## src/pkg/dtc_pkg.sv

```systemverilog
`default_nettype none
package dtc_pkg;
  // ---------------------------------------------------------------
  // Register map (word offsets as byte addresses)
  // ---------------------------------------------------------------
  localparam logic [7:0] CTRL_OFS   = 8'h00;
  localparam logic [7:0] STATUS_OFS = 8'h04;
  localparam logic [7:0] QUEUE_OFS  = 8'h08;
  localparam logic [7:0] DLO_OFS    = 8'h0c;
  localparam logic [7:0] DHI_OFS    = 8'h10;
  localparam logic [7:0] PAR_OFS    = 8'h14;
  localparam logic [7:0] EAR_OFS    = 8'h18;
  localparam logic [7:0] PUSH_OFS   = 8'h1c;

  localparam int CTRL_ME_BIT     = 0;
  localparam int CTRL_NORETRY    = 1;
  localparam int EAR_BURST_BIT   = 28;

  localparam logic [31:0] CTRL_RST = 32'h0000_0001;
  localparam logic [31:0] EAR_RST  = 32'h0000_0000;

  localparam logic [2:0] BURST_BEATS = 3'h4;
  localparam int         QUEUE_DEPTH = 2;

  // ---------------------------------------------------------------
  // Types
  // ---------------------------------------------------------------
  typedef struct packed {
    logic        write;
    logic        burst_req;
    logic        cacheable;
    logic        write_back;
    logic        line_fill;
    logic        ext_ctrl;
    logic [31:0] addr;
  } tenure_t;

  typedef enum logic [1:0] {
    ST_IDLE  = 2'b00,
    ST_DATA  = 2'b01,
    ST_HOLD  = 2'b11,
    ST_GAP   = 2'b10
  } dstate_t;

  typedef struct packed {
    logic        machine_check;
    logic        checkstop;
    logic        bus_error;
    logic        retried;
    logic        done;
  } evt_t;
endpackage
`default_nettype wire

```

## src/verilog/data_bus_tenure_control.sv

```systemverilog
`default_nettype none
// Behaviour
// - Grant counts only while busy, data retry, own address retry negated.
// - Busy asserts cycle after qualified grant, unless own address retry then.
// - Any address retry, own or newer, ends the active data tenure.
// - Own busy always observed; one idle cycle after tenure before new grant.
// - Up to two pending tenures, run in push order by default.
// - Write-first select at qualified grant runs pending write before read.
// - Pending tenure always taken on grant; no write means next read.
// - 64-bit data path in two 32-bit halves plus eight parity lanes.
// - Single beat moves 1-8 bytes; burst four beats, eight-word aligned.
// - Bursts only cacheable, and stores only when also write-back.
// - Burst indicator shows burst tenure, or external register bit 28.
// - Line-fill bursts start at critical double word, else line aligned.
// - Data retry extends read beat; ignored during writes.
// - Data retry after last beat: busy drops, beat still awaits acknowledge.
// - Final termination drops busy for at least two cycles.
// - Bus error ends tenure at once; machine check or checkstop by enable.
// - Own address retry ends active data tenure immediately.
module data_bus_tenure_control (
  // Clock and reset
  input  wire  logic        clk_i,
  input  wire  logic        rst_i,
  // Wishbone slave
  input  wire  logic        wb_cyc_i,
  input  wire  logic        wb_stb_i,
  input  wire  logic        wb_we_i,
  input  wire  logic [7:0]  wb_adr_i,
  input  wire  logic [3:0]  wb_sel_i,
  input  wire  logic [31:0] wb_dat_i,
  output logic       [31:0] wb_dat_o,
  output logic              wb_ack_o,
  // Bus pins, sampled
  input  wire  logic        data_grant_in_i,
  input  wire  logic        write_first_select_i,
  input  wire  logic        data_busy_line_i,
  input  wire  logic        data_retry_i,
  input  wire  logic        address_retry_i,
  input  wire  logic        beat_acknowledge_i,
  input  wire  logic        bus_error_ack_i,
  input  wire  logic [31:0] data_high_lanes_i,
  input  wire  logic [31:0] data_low_lanes_i,
  input  wire  logic [7:0]  data_parity_lanes_i,
  // Bus pins, driven
  output logic              data_busy_line_o,
  output logic              data_busy_line_oe_n_o,
  output logic              burst_indicator_o,
  output logic       [31:0] tenure_addr_o,
  output logic       [31:0] data_high_lanes_o,
  output logic       [31:0] data_low_lanes_o,
  output logic       [7:0]  data_parity_lanes_o,
  output logic              data_lanes_oe_n_o,
  // Events
  output logic              machine_check_o,
  output logic              checkstop_o
);
  // ---------------------------------------------------------------
  // Input synchronisers: change counts when stages two and three agree
  // ---------------------------------------------------------------
  localparam int NSYNC = 7;
  logic [NSYNC-1:0] raw, s1_r, s2_r, s3_r, flt_r, flt_nxt;
  assign raw = {data_grant_in_i, write_first_select_i, data_busy_line_i,
                data_retry_i, address_retry_i, beat_acknowledge_i, bus_error_ack_i};
  always_comb begin
    flt_nxt = flt_r;
    for (int i = 0; i < NSYNC; i++) begin
      if (s2_r[i] == s3_r[i]) begin
        flt_nxt[i] = s3_r[i];
      end
    end
  end
  always_ff @(posedge clk_i) begin
    if (rst_i) begin
      s1_r  <= '0;
      s2_r  <= '0;
      s3_r  <= '0;
      flt_r <= '0;
    end else begin
      s1_r  <= raw;
      s2_r  <= s1_r;
      s3_r  <= s2_r;
      flt_r <= flt_nxt;
    end
  end
  logic grant, wfirst, busy_ext, dretry, aretry, ack, berr;
  assign {grant, wfirst, busy_ext, dretry, aretry, ack, berr} = flt_r;

  // Lanes are too wide to filter; delaying them as far as the
  // acknowledge keeps each beat's data paired with its acknowledge
  localparam int LANE_W = 72;
  logic [LANE_W-1:0] lane_d_r [4];
  always_ff @(posedge clk_i) begin
    if (rst_i) begin
      lane_d_r[0] <= '0;
      lane_d_r[1] <= '0;
      lane_d_r[2] <= '0;
      lane_d_r[3] <= '0;
    end else begin
      lane_d_r[0] <= {data_high_lanes_i, data_low_lanes_i, data_parity_lanes_i};
      lane_d_r[1] <= lane_d_r[0];
      lane_d_r[2] <= lane_d_r[1];
      lane_d_r[3] <= lane_d_r[2];
    end
  end

  // ---------------------------------------------------------------
  // Helpers
  // ---------------------------------------------------------------
  function automatic logic is_burst(input dtc_pkg::tenure_t t);
    is_burst = t.burst_req && t.cacheable && (!t.write || t.write_back);
  endfunction
  function automatic logic [31:0] start_addr(input dtc_pkg::tenure_t t);
    if (is_burst(t) && t.line_fill) begin
      start_addr = {t.addr[31:3], 3'h0};
    end else if (is_burst(t)) begin
      start_addr = {t.addr[31:5], 5'h00};
    end else begin
      start_addr = t.addr;
    end
  endfunction

  // ---------------------------------------------------------------
  // State
  // ---------------------------------------------------------------
  dtc_pkg::tenure_t q_r [dtc_pkg::QUEUE_DEPTH];
  dtc_pkg::tenure_t q_nxt [dtc_pkg::QUEUE_DEPTH];
  dtc_pkg::tenure_t cur_r, cur_nxt;
  logic [1:0]  cnt_r, cnt_nxt;
  dtc_pkg::dstate_t st_r, st_nxt;
  logic [2:0]  beats_r, beats_nxt;
  logic        busy_r, busy_nxt;
  logic        rd_ack_r, rd_ack_nxt;
  logic [31:0] ctrl_r, ctrl_nxt, ear_r, ear_nxt;
  logic [31:0] dlo_r, dlo_nxt, dhi_r, dhi_nxt;
  logic [7:0]  par_r, par_nxt;
  dtc_pkg::evt_t evt_r, evt_nxt;
  logic        ack_r, ack_nxt;
  logic [31:0] rdat_r, rdat_nxt;
  logic [31:0] pend_addr_r, pend_addr_nxt;

  logic wb_req, wb_wr, push, qgrant, pick_one, is_last;
  assign wb_req = wb_cyc_i && wb_stb_i && !ack_r;
  assign wb_wr  = wb_req && wb_we_i && (wb_sel_i == 4'hf);
  assign push   = wb_wr && (wb_adr_i == dtc_pkg::PUSH_OFS) && (cnt_r != 2'h2);
  // Own busy is always seen even when the system ignores the line
  assign qgrant = grant && !busy_ext && !busy_r && !dretry && !aretry
                  && (st_r == dtc_pkg::ST_IDLE) && (cnt_r != 2'h0);
  // Write-first: entry one is the write, entry zero a read
  assign pick_one = wfirst && (cnt_r == 2'h2) && !q_r[0].write && q_r[1].write;
  assign is_last = is_burst(cur_r) ? (beats_r == dtc_pkg::BURST_BEATS - 3'h1) : 1'b1;

  always_comb begin
    q_nxt[0]      = q_r[0];
    q_nxt[1]      = q_r[1];
    cnt_nxt       = cnt_r;
    cur_nxt       = cur_r;
    st_nxt        = st_r;
    beats_nxt     = beats_r;
    busy_nxt      = busy_r;
    rd_ack_nxt    = 1'b0;
    dlo_nxt       = dlo_r;
    dhi_nxt       = dhi_r;
    par_nxt       = par_r;
    evt_nxt       = evt_r;
    ctrl_nxt      = ctrl_r;
    ear_nxt       = ear_r;
    pend_addr_nxt = pend_addr_r;
    ack_nxt       = wb_req;
    rdat_nxt      = 32'h0;
    // Register writes
    if (wb_wr) begin
      case (wb_adr_i)
        dtc_pkg::CTRL_OFS:   ctrl_nxt = wb_dat_i;
        dtc_pkg::EAR_OFS:    ear_nxt = wb_dat_i;
        dtc_pkg::DLO_OFS:    dlo_nxt = wb_dat_i;
        dtc_pkg::DHI_OFS:    dhi_nxt = wb_dat_i;
        dtc_pkg::PAR_OFS:    par_nxt = wb_dat_i[7:0];
        dtc_pkg::QUEUE_OFS:  pend_addr_nxt = wb_dat_i;
        dtc_pkg::STATUS_OFS: evt_nxt = evt_r & ~dtc_pkg::evt_t'(wb_dat_i[4:0]);
        default: ;
      endcase
    end
    // Tenure sequencing
    case (st_r)
      dtc_pkg::ST_IDLE: begin
        if (qgrant) begin
          cur_nxt   = pick_one ? q_r[1] : q_r[0];
          q_nxt[0]  = pick_one ? q_r[0] : q_r[1];
          cnt_nxt   = cnt_r - 2'h1;
          beats_nxt = 3'h0;
          busy_nxt  = 1'b1;
          st_nxt    = dtc_pkg::ST_DATA;
        end
      end
      dtc_pkg::ST_DATA, dtc_pkg::ST_HOLD: begin
        if (aretry) begin
          busy_nxt = 1'b0;
          evt_nxt.retried = 1'b1;
          st_nxt = dtc_pkg::ST_GAP;
        end else if (berr) begin
          busy_nxt = 1'b0;
          evt_nxt.bus_error = 1'b1;
          if (ctrl_r[dtc_pkg::CTRL_ME_BIT]) begin
            evt_nxt.machine_check = 1'b1;
          end else begin
            evt_nxt.checkstop = 1'b1;
          end
          st_nxt = dtc_pkg::ST_GAP;
        end else if (dretry && rd_ack_r && !cur_r.write
                     && !ctrl_r[dtc_pkg::CTRL_NORETRY]) begin
          // Undo last beat; it stays open for another acknowledge
          beats_nxt = beats_r - 3'h1;
          busy_nxt  = 1'b0;
          st_nxt    = dtc_pkg::ST_HOLD;
        end else if (ack) begin
          if (!cur_r.write) begin
            dhi_nxt = lane_d_r[3][71:40];
            dlo_nxt = lane_d_r[3][39:8];
            par_nxt = lane_d_r[3][7:0];
            rd_ack_nxt = 1'b1;
          end
          beats_nxt = beats_r + 3'h1;
          if (is_last) begin
            busy_nxt = 1'b0;
            evt_nxt.done = 1'b1;
            // A read may still see a retry next cycle
            st_nxt = (!cur_r.write && !ctrl_r[dtc_pkg::CTRL_NORETRY])
                     ? dtc_pkg::ST_HOLD : dtc_pkg::ST_GAP;
          end
        end else if (st_r == dtc_pkg::ST_HOLD && !busy_r) begin
          st_nxt = dtc_pkg::ST_GAP;
        end
      end
      dtc_pkg::ST_GAP: st_nxt = dtc_pkg::ST_IDLE;
      default: st_nxt = dtc_pkg::ST_IDLE;
    endcase
    if (push) begin
      q_nxt[cnt_nxt[0]] = '{write: wb_dat_i[0], burst_req: wb_dat_i[1],
                           cacheable: wb_dat_i[2], write_back: wb_dat_i[3],
                           line_fill: wb_dat_i[4], ext_ctrl: wb_dat_i[5],
                           addr: pend_addr_r};
      cnt_nxt = cnt_nxt + 2'h1;
    end
    // Register reads
    case (wb_adr_i)
      dtc_pkg::CTRL_OFS:   rdat_nxt = ctrl_r;
      dtc_pkg::STATUS_OFS: rdat_nxt = {24'h0, st_r, busy_r, evt_r};
      dtc_pkg::QUEUE_OFS:  rdat_nxt = {27'h0, beats_r, cnt_r};
      dtc_pkg::DLO_OFS:    rdat_nxt = dlo_r;
      dtc_pkg::DHI_OFS:    rdat_nxt = dhi_r;
      dtc_pkg::PAR_OFS:    rdat_nxt = {24'h0, par_r};
      dtc_pkg::EAR_OFS:    rdat_nxt = ear_r;
      default:             rdat_nxt = 32'h0;
    endcase
  end

  always_ff @(posedge clk_i) begin
    if (rst_i) begin
      q_r[0]      <= '0;
      q_r[1]      <= '0;
      cur_r       <= '0;
      cnt_r       <= 2'h0;
      st_r        <= dtc_pkg::ST_IDLE;
      beats_r     <= 3'h0;
      busy_r      <= 1'b0;
      rd_ack_r    <= 1'b0;
      ctrl_r      <= dtc_pkg::CTRL_RST;
      ear_r       <= dtc_pkg::EAR_RST;
      dlo_r       <= 32'h0;
      dhi_r       <= 32'h0;
      par_r       <= 8'h0;
      evt_r       <= '0;
      ack_r       <= 1'b0;
      rdat_r      <= 32'h0;
      pend_addr_r <= 32'h0;
    end else begin
      q_r[0]      <= q_nxt[0];
      q_r[1]      <= q_nxt[1];
      cur_r       <= cur_nxt;
      cnt_r       <= cnt_nxt;
      st_r        <= st_nxt;
      beats_r     <= beats_nxt;
      busy_r      <= busy_nxt;
      rd_ack_r    <= rd_ack_nxt;
      ctrl_r      <= ctrl_nxt;
      ear_r       <= ear_nxt;
      dlo_r       <= dlo_nxt;
      dhi_r       <= dhi_nxt;
      par_r       <= par_nxt;
      evt_r       <= evt_nxt;
      ack_r       <= ack_nxt;
      rdat_r      <= rdat_nxt;
      pend_addr_r <= pend_addr_nxt;
    end
  end

  // ---------------------------------------------------------------
  // Outputs
  // ---------------------------------------------------------------
  assign wb_ack_o              = ack_r;
  assign wb_dat_o              = rdat_r;
  assign data_busy_line_o      = 1'b0;
  assign data_busy_line_oe_n_o = !busy_r;
  assign burst_indicator_o     = cur_r.ext_ctrl ? ear_r[dtc_pkg::EAR_BURST_BIT]
                                                : is_burst(cur_r);
  assign tenure_addr_o         = start_addr(cur_r);
  assign data_high_lanes_o     = dhi_r;
  assign data_low_lanes_o      = dlo_r;
  assign data_parity_lanes_o   = par_r;
  // Drive lanes only while busy on a write
  assign data_lanes_oe_n_o     = !(busy_r && cur_r.write && st_r == dtc_pkg::ST_DATA);
  assign machine_check_o       = evt_r.machine_check;
  assign checkstop_o           = evt_r.checkstop;
endmodule
`default_nettype wire
```

## config.mk

```make
export PLATFORM = sky130hd
export DESIGN_NAME = data_bus_tenure_control
export DESIGN_NICKNAME = d
export VERILOG_FILES = /design/src/pkg/dtc_pkg.sv /design/src/verilog/data_bus_tenure_control.sv
export SDC_FILE = /design/constraint.sdc
export NUM_CORES = 1
export LEC_CHECK = 0
export BUFFER_PORTS_ARGS = -buffer_cell sky130_fd_sc_hd__buf_4
export CORE_ASPECT_RATIO = 1.2
export CORE_UTILIZATION = 37
export DETAILED_ROUTE_END_ITERATION = 12
export GPL_TIMING_DRIVEN = 0
export PLACE_DENSITY = 0.65
export SLEW_MARGIN = 30
export SYNTH_ARGS = -nofsm -noshare
export SYNTH_HDL_FRONTEND = slang
export SYNTH_SLANG_ARGS = --single-unit
```

## constraint.sdc

```tcl
create_clock -name clk_i -period 2.54 [get_ports clk_i]
set_input_delay 0.508 -clock clk_i [delete_from_list [all_inputs] [get_ports clk_i]]
set_output_delay 0.508 -clock clk_i [all_outputs]
set_load 0.01 [all_outputs]
```

==> metrics <==
outcome=completed; Syn Nets=2526; initial drt markers=1591; Longest Clk Path Bufs=3; Via Count=17833; Avg Cell Area, Syn=9.444 um2; core area=59960 um2; post-route insts no fill=3569; count leader, synth=dfxtp_1; hold_buf cts=0; maximum vdd drop=0.6717 mV; Routed Antenna Nets=0; crit-path max FO=10; TritonCTS buffer count=60; worst skew pair latency=0.64 ns; met3 WL post-DR=4798 um; sequential-to-total area share from yosys stat=57.09%; Final Hold Fails=0; Syn. warnings=0; Post-Place Cells=3456; Slew headroom=40.86%; Worst Tran Pin Value=0.8871 ns; Top Metal Used=met4; dominant synthesized flop cell=dfxtp_1; Synth Register Bits=645; GRT Total Usage=21.75%; CTS Sinks=645; final setup violating endpoints=0; Post-synth EDFFs=0; time the worst path needs with I/O delays and setup=2.402 ns; # H-tree levels=2; routability-driven placement congestion ratio=0.9295; vias in the first global route=17603; global-route wire length before repair=103900 um; GRT Residual Overflow=0; Mapped Area=22620 um2; type of the tightest min-delay check=input port to flip-flop; Clock transition at path regs=0.06 ns; initial antenna violation count=5; DRT met1 WL=26290 um; fin nets=2850; met2 WL=34890 um; asr flop ratio synth=0%; largest net degree at the start of global routing=17; post-place setup slack=-0.6678 ns; fin util=46.65%; Area contributors post-synth=dfxtp_1 57%, nor2b_1 8.6%, nand2_1 7.0%; drt drc=0; Die ar.=62130 um2; I/O pins=271; routed len/inst=19.47 um; leakage=0.01079 uW; Worst Path Required=3.07 ns; CTS tree=done; clock skew=0.01628 ns; drt via density=4.997; Root Driver=clkbuf_16; RSZ-0062 raised after global routing=no; Tcrit/Tclk final=94.58%; Crit. End Element=flip-flop; Die H=272.9 um; Layout area overhead=23.67%; Synth Instances=2395; count of cell types in the netlist=52; share of layout cells above drive strength 1=17.67%; Fillers=5737; Post-synth top cells=645 x dfxtp_1, 421 x nand2_1, 312 x nor2b_1; dpl hpwl=53420 um; Fmax achieved=416.3 MHz; maxcap violations=0; top-area cell type share of the netlist area=57.09%; Synth area leader=dfxtp_1; kind of critical path=flip-flop to flip-flop; Critical Path AT=2.93 ns; final setup TNS=0 ns; Total Routed Length=69470 um; Die Span X=227.7 um; post-route worst setup slack=0.1377 ns; Detailed Routing Iterations Pass 1=7; Design Power=20620 uW; Initial Util=37.72%; max-slew violations=0; power density over cell area=737.1 nW/um2; startpoint types=flip-flop; # port buffers=261; Rows=98
[final cells by class]
class / instances / area, um2 / area share (%)
Sequential cell: 645 / 12910 / 46.16
Multi-Input combinational cell: 1481 / 8698 / 31.10
Timing Repair Buffer: 264 / 1982 / 7.085
Clock buffer: 77 / 1677 / 5.994
Buffer: 224 / 1066 / 3.811
Tap cell: 800 / 1001 / 3.578
Clock inverter: 33 / 470.5 / 1.682
Inverter: 43 / 161.4 / 0.5770
Antenna cell: 2 / 5.005 / 0.01789
[sequential cells by signal, indices dropped and copies added, names as in the netlist, 3 cells and up, named ones only]
register	count
beats_r	3
ctrl_r	32
cur_r	38
data_high_lanes_o	32
data_low_lanes_o	32
data_parity_lanes_o	8
ear_r	32
evt_r	3
flt_r	7
lane_d_r	288
pend_addr_r	32
q_r	38
s1_r	7
s2_r	7
s3_r	7
wb_dat_o	32
[path summary, 6_finish.rpt]
kind	startpoint	endpoint	slack, ns	cells past startpoint
hold reg to reg	lane_d_r[2][39]$_SDFF_PP0_	lane_d_r[3][39]$_SDFF_PP0_	0.43	1
setup reg to reg	cnt_r[0]$_SDFF_PP0_	q_r[0][34]$_SDFF_PP0_	0.14	9
setup / recovery	cnt_r[0]$_SDFF_PP0_	q_r[0][34]$_SDFF_PP0_	0.14	9
hold / removal	data_parity_lanes_i[0]	lane_d_r[0][0]$_SDFF_PP0_	0.08	2
[cell usage in the layout, fill, tap and decap left out, types with 3 or more instances in the layout]
master and count:
nor3_1 4, a221oi_1 33, a222oi_1 24, a22oi_1 5, a22o_1 24, inv_1 43
nand2b_1 3, mux2i_1 54, clkbuf_16 61, a221oi_2 8, and3_1 41, dfxtp_1 645
a311oi_1 64, buf_2 21, nor4_1 3, mux4_2 6, o21ai_0 19, and2_1 9
clkbuf_4 10, clkbuf_8 9, buf_1 3, nand3b_1 5, clkinvlp_4 6, nor2b_1 312
a211oi_1 88, nand2_1 420, a21oi_1 150, clkinv_2 14, nand3_1 9, bufinv_16 10
clkbuf_2 18, clkbuf_1 142, buf_4 301, nand4b_1 5, nor2_1 152
[critical path, stage by stage, from the launching register on]
cell,delay [ns]
dfxtp_1,0.36
inv_1,0.13
ha_2,0.24
nor4_4,0.36
and3_4,0.29
nor2_2,0.06
and2_1,0.15
clkbuf_4,0.22
buf_4,0.21
a211oi_1,0.27
[kinds of logic (layout without fill, tap and decap cells)]
logic type,Yosys count,in the layout,share of synthesized area [%]
compound gates,428,428,13.34
xor+xnor,2,2,0.07746
fa+ha+maj,3,3,0.1991
buf+inv,269,641,5.111
flops,645,645,57.09
mux,62,62,3.087
other cells,1,3,0.01658
simple gates,985,985,21.08
[report_power, final]
part,switching [uW],internal (uW),leakage [uW]
clock,3950,5690,0.00104
sequential,36.3,10300,0.00524
combinational,404,261,0.00451
total,4390,16200,0.0108
[per-layer routing]
metal | up-vias | global-route usage, %
li1 | 8707 | -
met1 | 8312 | 24.28
met2 | 664 | 39.06
met3 | 150 | 4.549
met4 | 0 | 10.97
met5 | - | 0
[per-stage QoR]
stage / hold WS (ns) / cell area, um2
2_1_floorplan: 0.4138 / 22620
3_3_place_gp: 0.4199 / 25580
3_5_place_dp: 0.4204 / 25580
4_1_cts: 0.06261 / 27810
5_1_grt: 0.06549 / 27970
6_report: 0.08290 / 27970
[what timing repair did]
action	in CTS	in global routing
pin swaps	1	4
endpoints found under the setup margin	201	132
resized for setup	23	78
setup buffers	2	1
(Power assumes the default switching activity.)
